### src/logic/sar_pkg.sv
// Encodings and field positions for the packed arithmetic right shifter
`default_nettype none
package sar_pkg;
  // Instruction field positions
  localparam int MAJOR_HI = 31;
  localparam int MAJOR_LO = 26;
  localparam int AMT_HI = 25;
  localparam int AMT_LO = 21;
  localparam int BYTE_IMM_HI = 23;
  localparam int SUBOP_HI = 10;
  localparam int SUBOP_LO = 6;
  localparam int FUNC_HI = 5;
  localparam int FUNC_LO = 0;
  // Opcode values
  localparam logic [5:0] EXTENSION_MAJOR_OPCODE = 6'h1F;
  localparam logic [5:0] SHIFT_GROUP_FUNCTION = 6'h13;
  // Sub-operation values
  localparam logic [4:0] SUB_BYTE_IMM = 5'h04;
  localparam logic [4:0] SUB_BYTE_IMM_ROUND = 5'h05;
  localparam logic [4:0] SUB_BYTE_VAR = 5'h06;
  localparam logic [4:0] SUB_BYTE_VAR_ROUND = 5'h07;
  localparam logic [4:0] SUB_HALF_VAR = 5'h0B;
  localparam logic [4:0] SUB_HALF_VAR_ROUND = 5'h0F;
  localparam logic [4:0] SUB_WORD_IMM_ROUND = 5'h15;
  // Lane geometry
  localparam int BYTE_LANES = 4;
  localparam int HALF_LANES = 2;
  // Reset values
  localparam logic [31:0] RESULT_RESET = 32'h0000_0000;
  localparam logic FLAG_RESET = 1'b0;
endpackage : sar_pkg
`default_nettype wire

### src/logic/sar_lane.sv
// One lane of arithmetic right shift with optional rounding
`timescale 1ns/100ps
`default_nettype none
module sar_lane #(
  parameter int W = 8,
  parameter int SW = 3
) (
  // Operand
  input wire logic [W-1:0] value,
  input wire logic [SW-1:0] amount,
  input wire logic round_en,
  // Result
  output logic [W-1:0] result
);
  logic signed [W:0] ext;
  logic signed [W:0] shifted;
  logic [W:0] rounded;

  // Value with a guard bit appended below, shifted with sign fill
  assign ext = {value, 1'b0};
  assign shifted = ext >>> amount;
  // Increment at the top discarded bit; a zero amount leaves value intact
  assign rounded = shifted + (W+1)'(1);
  // Keep the upper bits; plain form drops the guard bit
  assign result = round_en ? rounded[W:1] : shifted[W:1];
endmodule : sar_lane
`default_nettype wire

### src/logic/simd_arith_right_shifter.sv
// Packed arithmetic right shifter for bytes, halfwords and a word
`timescale 1ns/100ps
`default_nettype none
// Function
// - Immediate byte form shifts four bytes by three-bit amount, sign filled.
// - Rounding byte forms add one at top discarded bit, per byte.
// - Byte rounding uses nine-bit value, increment, keep upper eight; zero amount unchanged.
// - Word rounding form shifts word by five-bit immediate with sign fill and rounding.
// - Word rounding uses 33-bit intermediate, returns bits 32..1; zero passes unchanged.
// - Variable halfword forms shift both halves by low four amount bits.
// - Rounding halfword variant adds one at top discarded bit per half.
// - Variable byte forms take amount from three lowest register bits only.
// - Word rounding decoded by major, function and sub-operation codes, amount 25..21.
// - Sub-operations for plain and rounding variable byte shifts, amount register.
// - Sub-operations for plain and rounding variable halfword shifts.
// - No exception depends on operand values.
// - Reserved or extension-disabled exception replaces execution when core requires.
// - Halfword rounding uses 17-bit intermediate, returns bits 16..1.
module simd_arith_right_shifter (
  // Clock and reset
  input wire logic clk,
  input wire logic rst_b,
  // Issue from the pipeline
  input wire logic issue_valid,
  input wire logic [31:0] instr,
  input wire logic [31:0] source_operand,
  input wire logic [31:0] amount_register,
  // Core state
  input wire logic ext_implemented,
  input wire logic ext_enabled,
  // Write-back
  output logic result_valid,
  output logic [31:0] result,
  // Exceptions
  output logic reserved_instr_exc,
  output logic ext_disabled_exc
);
  // Decoded fields and form strobes
  logic [5:0] major_field;
  logic [5:0] func_field;
  logic [4:0] subop_field;
  logic group_hit;
  logic byte_arith_shift_imm;
  logic byte_arith_shift_imm_round;
  logic byte_arith_shift_var;
  logic byte_arith_shift_var_round;
  logic half_arith_shift_var;
  logic half_arith_shift_var_round;
  logic word_arith_shift_imm_round;

  // Operation classes, rounding selects and amounts
  logic is_byte;
  logic is_half;
  logic is_word;
  logic op_hit;
  logic byte_round;
  logic half_round;
  logic [2:0] byte_amount;
  logic [3:0] half_amount;
  logic [4:0] word_amount;

  // Lane results
  logic [31:0] byte_result;
  logic [31:0] half_result;
  logic [31:0] word_result;
  logic [31:0] comb_result;

  // Issue outcome and write-back
  logic take_reserved;
  logic take_disabled;
  logic execute;
  logic result_valid_next;
  logic [31:0] result_next;
  logic byte_imm_form;
  logic byte_var_form;
  logic [2:0] byte_imm_amount;
  logic [2:0] byte_var_amount;
  logic [31:0] word_pick;
  logic [31:0] half_pick;
  logic [31:0] byte_pick;
  logic issue_hit;
  logic ext_ready;

  // Instruction field extraction
  assign major_field = instr[sar_pkg::MAJOR_HI:sar_pkg::MAJOR_LO];
  assign func_field = instr[sar_pkg::FUNC_HI:sar_pkg::FUNC_LO];
  assign subop_field = instr[sar_pkg::SUBOP_HI:sar_pkg::SUBOP_LO];
  // Shift group match on major opcode and function code
  assign group_hit = (major_field == sar_pkg::EXTENSION_MAJOR_OPCODE) &&
                     (func_field == sar_pkg::SHIFT_GROUP_FUNCTION);

  assign word_arith_shift_imm_round = group_hit &&
                                      (subop_field == sar_pkg::SUB_WORD_IMM_ROUND);
  assign byte_arith_shift_var = group_hit && (subop_field == sar_pkg::SUB_BYTE_VAR);
  assign byte_arith_shift_var_round = group_hit &&
                                      (subop_field == sar_pkg::SUB_BYTE_VAR_ROUND);
  assign half_arith_shift_var = group_hit && (subop_field == sar_pkg::SUB_HALF_VAR);
  assign half_arith_shift_var_round = group_hit &&
                                      (subop_field == sar_pkg::SUB_HALF_VAR_ROUND);
  // Immediate byte decode
  assign byte_arith_shift_imm = group_hit && (subop_field == sar_pkg::SUB_BYTE_IMM);
  assign byte_arith_shift_imm_round = group_hit &&
                                      (subop_field == sar_pkg::SUB_BYTE_IMM_ROUND);

  // Operation classes and rounding selects
  assign byte_imm_form = byte_arith_shift_imm | byte_arith_shift_imm_round;
  assign byte_var_form = byte_arith_shift_var | byte_arith_shift_var_round;
  assign is_byte = byte_imm_form | byte_var_form;
  assign is_half = half_arith_shift_var | half_arith_shift_var_round;
  assign is_word = word_arith_shift_imm_round;
  assign op_hit = is_byte | is_half | is_word;
  assign byte_round = byte_arith_shift_imm_round | byte_arith_shift_var_round;
  assign half_round = half_arith_shift_var_round;

  assign byte_imm_amount = instr[sar_pkg::BYTE_IMM_HI:sar_pkg::AMT_LO];
  // variable byte amount, upper register bits ignored
  assign byte_var_amount = amount_register[2:0];
  assign byte_amount = byte_var_form ? byte_var_amount : byte_imm_amount;
  // halfword amount from low four bits
  assign half_amount = amount_register[3:0];
  assign word_amount = instr[sar_pkg::AMT_HI:sar_pkg::AMT_LO];

  genvar gb;
  generate
    for (gb = 0; gb < sar_pkg::BYTE_LANES; gb++) begin : g_byte
      sar_lane #(.W(8), .SW(3)) u_lane (
        .value(source_operand[gb*8 +: 8]),
        .amount(byte_amount),
        .round_en(byte_round),
        .result(byte_result[gb*8 +: 8])
      );
    end
  endgenerate

  genvar gh;
  generate
    for (gh = 0; gh < sar_pkg::HALF_LANES; gh++) begin : g_half
      sar_lane #(.W(16), .SW(4)) u_lane (
        .value(source_operand[gh*16 +: 16]),
        .amount(half_amount),
        .round_en(half_round),
        .result(half_result[gh*16 +: 16])
      );
    end
  endgenerate

  sar_lane #(.W(32), .SW(5)) u_word (
    .value(source_operand),
    .amount(word_amount),
    .round_en(1'b1),
    .result(word_result)
  );

  // same-stage result selection; the decoded forms never overlap
  assign word_pick = is_word ? word_result : sar_pkg::RESULT_RESET;
  assign half_pick = is_half ? half_result : sar_pkg::RESULT_RESET;
  assign byte_pick = is_byte ? byte_result : sar_pkg::RESULT_RESET;
  assign comb_result = word_pick | half_pick | byte_pick;

  // Issue of a decoded shift form, and an extension ready to run it
  assign issue_hit = issue_valid & op_hit;
  assign ext_ready = ext_implemented & ext_enabled;
  // exceptions depend on the decoded issue and core state only
  assign take_reserved = issue_hit & ~ext_implemented;
  assign take_disabled = issue_hit & ext_implemented & ~ext_enabled;
  assign execute = issue_hit & ext_ready;

  // Register next values; a refused or absent issue keeps the old result
  assign result_valid_next = execute;
  assign result_next = execute ? comb_result : result;

  // Write-back strobe, one cycle per executed shift
  always_ff @(posedge clk or negedge rst_b) begin
    if (!rst_b) begin
      result_valid <= sar_pkg::FLAG_RESET;
    end else begin
      result_valid <= result_valid_next;
    end
  end

  // Result register; holds until the next executed shift
  always_ff @(posedge clk or negedge rst_b) begin
    if (!rst_b) begin
      result <= sar_pkg::RESULT_RESET;
    end else begin
      result <= result_next;
    end
  end

  // Reserved-instruction pulse, one cycle per issue refused with the extension not implemented
  always_ff @(posedge clk or negedge rst_b) begin
    if (!rst_b) begin
      reserved_instr_exc <= sar_pkg::FLAG_RESET;
    end else begin
      reserved_instr_exc <= take_reserved;
    end
  end

  // Extension-disabled pulse, one cycle per issue refused with the extension implemented but disabled
  always_ff @(posedge clk or negedge rst_b) begin
    if (!rst_b) begin
      ext_disabled_exc <= sar_pkg::FLAG_RESET;
    end else begin
      ext_disabled_exc <= take_disabled;
    end
  end
endmodule : simd_arith_right_shifter
`default_nettype wire

### config.mk
export PLATFORM = sky130hd
export DESIGN_NAME = simd_arith_right_shifter
export DESIGN_NICKNAME = d
export VERILOG_FILES = /design/src/logic/sar_pkg.sv /design/src/logic/sar_lane.sv /design/src/logic/simd_arith_right_shifter.sv
export SDC_FILE = /design/constraint.sdc
export NUM_CORES = 1
export LEC_CHECK = 0
export ABC_AREA = 1
export ABC_CLOCK_PERIOD_IN_PS = 800
export BUFFER_PORTS_ARGS = -buffer_cell sky130_fd_sc_hd__buf_2
export CELL_PAD_IN_SITES_DETAIL_PLACEMENT = 2
export CELL_PAD_IN_SITES_GLOBAL_PLACEMENT = 2
export CORE_ASPECT_RATIO = 1.2
export CORE_MARGIN = 2
export CORE_UTILIZATION = 31
export CTS_BUF_LIST = sky130_fd_sc_hd__clkbuf_8
export DETAILED_ROUTE_END_ITERATION = 8
export PLACE_DENSITY_LB_ADDON = 0.1
export RECOVER_POWER = 100
export SETUP_SLACK_MARGIN = 0.15
export SKIP_LAST_GASP = 1
export SYNTH_ARGS = -nofsm -noshare
export SYNTH_HDL_FRONTEND = slang
export SYNTH_HIERARCHICAL = 1
export SYNTH_SLANG_ARGS = --single-unit
### constraint.sdc
create_clock -name clk -period 0.8 [get_ports clk]
set_clock_uncertainty 0.1 [all_clocks]
set_input_delay 0 -clock clk [delete_from_list [all_inputs] [get_ports clk]]
set_output_delay 0 -clock clk [all_outputs]
set_load 0.01 [all_outputs]
==> impl_metrics.yaml, run 1 <==
yosys:
  syn-num-nets: 2122
  yosys.area.top_type: "nand2_1"
  ys_ff_latch: 35
  netlist.area_leader.share: 0.221
  ys.flop_type: "dfrtp_1"
  synth_edf_count: 0
  async_flop_share: 1.00
  synth_area_per_cell_um2: 5.53
  synth_area_um2: 11100
  ys_seq_area_frac: 0.0786
  ys_warn_count: 6
  synth.distinct_cells: 45
  synthTopCellsByArea: "nand2_1 (22%), nand3_1 (20%), dfrtp_1 (7.9%)"
  synthCells: 2014
outcome:
  status: "stopped before the end"
  error_line: "[ERROR DPL-0033] detailed placement checks failed during check placement."
  stop_stage: "clock tree synthesis"
floorplan:
  chipWidth_um: 177
  num_io_pins: 136
  die-height_um: 212
  start_util: 0.312
  rows: 76
clock_network:
  cts_resized: 215
  cts_buffer_depth: 2
  cts_buffers: 5
  cts_setup_buffers: 58
  ctsHoldBuffers: 1
  clock_sinks: 35
  root_buffer: "clkbuf_8"
  cts_htree_levels: 2
placed_design:
  port-buffer-count: 97
  dp_cells: 2928
  gp_congestion: 0.925
  place_ws_ns: -2.37
  post-dp-hpwl_um: 55900
-- logic make-up after synthesis --
| group | share of synthesized area |
|---|---|
| simple gates | 0.705 |
| buf+inv | 0.134 |
| compound gates | 0.0427 |
| xor+xnor | 0.0275 |
| flops | 0.0786 |
| fa+ha+maj | 0.00786 |
| mux | 0.00404 |
| other cells | 0.000337 |
-- Yosys cell counts (all sizes together), types with 3 or more instances --
cell / count
nor3: 9
and3: 3
nand2: 775
nand4: 77
xnor2: 8
ha: 7
o21ai: 41
o21a: 4
nor2: 186
clkbuf: 13
dfrtp: 35
a21oi: 16
mux2: 4
a21boi: 5
buf: 82
inv: 214
xor2: 27
nand3: 500
-- per-stage QoR --
step / setup TNS (ns) / utilization / cell area (µm²)
3_5_place_dp: -73.66 / 0.435 / 15500
3_3_place_gp: -66.02 / 0.435 / 15500
2_1_floorplan: -45.18 / - / 11500
==> run 2: changes to the inputs <==
--- a/config.mk
+++ b/config.mk
@@ -8,16 +8,11 @@
 export ABC_AREA = 1
 export ABC_CLOCK_PERIOD_IN_PS = 800
 export BUFFER_PORTS_ARGS = -buffer_cell sky130_fd_sc_hd__buf_2
-export CELL_PAD_IN_SITES_DETAIL_PLACEMENT = 2
-export CELL_PAD_IN_SITES_GLOBAL_PLACEMENT = 2
-export CORE_ASPECT_RATIO = 1.2
 export CORE_MARGIN = 2
-export CORE_UTILIZATION = 31
-export CTS_BUF_LIST = sky130_fd_sc_hd__clkbuf_8
+export CORE_UTILIZATION = 28
 export DETAILED_ROUTE_END_ITERATION = 8
-export PLACE_DENSITY_LB_ADDON = 0.1
+export PLACE_DENSITY_LB_ADDON = 0.15
 export RECOVER_POWER = 100
-export SETUP_SLACK_MARGIN = 0.15
 export SKIP_LAST_GASP = 1
 export SYNTH_ARGS = -nofsm -noshare
 export SYNTH_HDL_FRONTEND = slang
==> impl_metrics.yaml, run 2 <==
finish:
  final_cells: 3048
  final_common_cell: "nand2_1"
  fin_util: 0.442
  nets: 2630
  diodes: 0
  top_register: "result"
  area_growth_pct: 56.4
  largest_reg_flops: 32
  drive_above_1_share: 0.429
  layout_common_cells: "nand2_1 (589), buf_4 (433), nand3_1 (389), inv_1 (172), nand2_2 (131)"
timing:
  whs_ns: -0.111
  final.setup.worst_slack_ns: -1.75
  setup_tns_ns: -57.72
  hold_viol_final: 2
  setup_violations: 70
  fin_crit_ns: 2.55
  fin_crit_sh: 3.19
  drv_slew: 0
  fmax_mhz: 392
  rsz0062_at_grt: "true"
clock_network:
  root_buffer: "clkbuf_16"
  clk_latency_ns: 0.28
  cts_tree: "yes"
  cts_buffer_depth: 2
  cts_htree_levels: 2
  path_clk_slew_ns: 0.05
  clock_sinks: 35
  ctsHoldBuffers: 2
  cts_buffers: 5
critical_path:
  cp.arrival_ns: 2.66
  worst_setup_path_end_kind: "flip-flop"
  start_kind: "input pin"
  cp.required_ns: 0.91
  critical_path_class: "in -> reg"
  worstRegToRegCells: 3
  critPathMaxFanout: 7
drt:
  vias: 14800
  drtAntennaViolNets: 0
  routed_via_density: 4.87
  drt_iter0_drc: 1232
  firstDrtPassIters: 6
  route.detailed.drc: 0
  wirelength_um: 47500
  drt-wirelength-per-cell_um: 15.6
yosys:
  ys_ff_latch: 35
  ys_top_cells_by_count: "nand2_1 (656), nand3_1 (435), inv_1 (187)"
  ys_seq_area_frac: 0.0786
  synth.distinct_cells: 45
  synth_area_um2: 11100
  ys_warn_count: 6
  synth_most_common_cell: "nand2_1"
  netlist.area_leader.share: 0.221
  synth_area_per_cell_um2: 5.53
  async_flop_share: 1.00
  syn-num-nets: 2122
  synth_edf_count: 0
  ys.flop_type: "dfrtp_1"
  yosys.area.top_type: "nand2_1"
  synthTopCellsByArea: "nand2_1 (22%), nand3_1 (20%), dfrtp_1 (7.9%)"
  synthCells: 2014
flow_run:
  maxCapViolCount: 0
placed_design:
  dp_cells: 2964
  post-dp-hpwl_um: 37700
  port-buffer-count: 97
  gp_congestion: 0.918
worst_hold_path:
  hold_class: "in -> reg"
  hold-path-cell-count: 3
floorplan:
  start_util: 0.282
  die_area_um2: 41400
  core_area_um2: 39500
  chipWidth_um: 203
  num_io_pins: 136
  rows: 73
  die-height_um: 203
power:
  power.density_nw_per_um2: 767
  peakVddDrop_mv: 0.693
  leakagePower_nw: 9.42
grt:
  grt_max_degree: 58
  grt_pass1_wl_um: 74400
  antenna_found_initial: 0
  globalRouteOverflowTotal: 0
  grt_pass1_vias: 13600
  grt_util_all_layers: 0.223
outcome:
  status: "finished with violations"
  violations: "hold timing, setup timing"
==> run 2: cell counts after synthesis <==
No cell type changed its count.
==> run 2: timing repair <==
| action | 4_1_cts | 5_1_grt |
|---|---|---|
| setup endpoints to repair | 70 | 70 |
| gates cloned | 6 | 1 |
| hold endpoints to repair | 37 | 2 |
| pin swaps | 82 | 116 |
| buffers inserted | 50 | 19 |
| resized for setup | 153 | 125 |
==> run 2: cell families (layout without fill, tap and decap cells) <==
| group | after synthesis | count (layout) | synth area share |
|---|---|---|---|
| AND/OR/NAND/NOR | 1554 | 1554 | 0.705 |
| flip-flops | 35 | 35 | 0.0786 |
| buffers and inverters | 309 | 818 | 0.134 |
| multiplexers | 4 | 4 | 0.00404 |
| adder cells (fa/ha/maj) | 7 | 7 | 0.00786 |
| XOR/XNOR | 35 | 35 | 0.0275 |
| other | 1 | 1 | 0.000337 |
| AO/OA/AOI/OAI | 69 | 69 | 0.0427 |
==> run 2: final cells by class <==
class                   instances  area (µm²)
well taps                     525         657
clock buffers                   8         156
repair inverters                1        6.26
fillers                      4273       22000
multi-input cells            1670        9890
inverters                     214         930
repair buffers                595        4910
flip-flops and latches         35         876
==> run 2: final timing paths <==
path	slack, ns	end	start
setup / recovery	-1.75	result[4]$_DFFE_PN0P_	instr[31]
hold / removal	-0.11	ext_disabled_exc$_DFF_PN0_	ext_enabled
setup reg to reg	-0.11	result[27]$_DFFE_PN0P_	result[27]$_DFFE_PN0P_
hold reg to reg	0.38	result[10]$_DFFE_PN0P_	result[10]$_DFFE_PN0P_
max in group asynchronous	0.16	result[18]$_DFFE_PN0P_	rst_b
min in group asynchronous	0.17	result[12]$_DFFE_PN0P_	rst_b
==> run 2: power by group <==
group	internal, mW	switching (mW)	total [mW]
sequential	1.77	0.000000479	1.77
clock	1.33	0.727	2.05
combinational	4.09	5.44	9.53
total	7.19	6.17	13.4
==> run 2: per-layer routing <==
metal | global-route usage | share of wire
met1 | 0.349 | 0.52
met2 | 0.334 | 0.42
met3 | 0.0152 | 0.046
met4 | 0.0352 | 0.014
met5 | 0 | 0
==> run 2: metrics by stage <==
stage	hold WS [ns]	total power, mW	cell area [µm²]	worst slack [ns]
after floorplan	-0.396	6.51	11500	-1.54
after CTS	-0.128	13.0	16700	-1.65
after global routing	-0.107	14.3	17400	-1.95
after detailed placement	-0.120	10.3	15400	-2.12
final	-0.111	13.4	17400	-1.75
after global placement	-0.119	10.2	15400	-2.08
==> run 2: critical path: stages <==
cell      delay (ns)
buf_6           0.09
inv_2           0.04
nand2_2         0.05
nor2_4          0.10
nand2_2         0.07
nor2_4          0.14
nand3_4         0.15
nand2_2         0.08
a21boi_4        0.19
clkinv_4        0.14
buf_12          0.18
buf_6           0.12
nand2_2         0.05
nand3_2         0.08
nand3_2         0.09
nand2_2         0.07
buf_4           0.13
buf_4           0.13
nand2_4         0.09
inv_1           0.04
nand2_1         0.08
nor2_2          0.05
a21oi_2         0.10
nand4_1         0.10
nand2_2         0.11
nor2_2          0.05
o21ai_2         0.11
No activity file was read; power rests on OpenSTA's default activity.
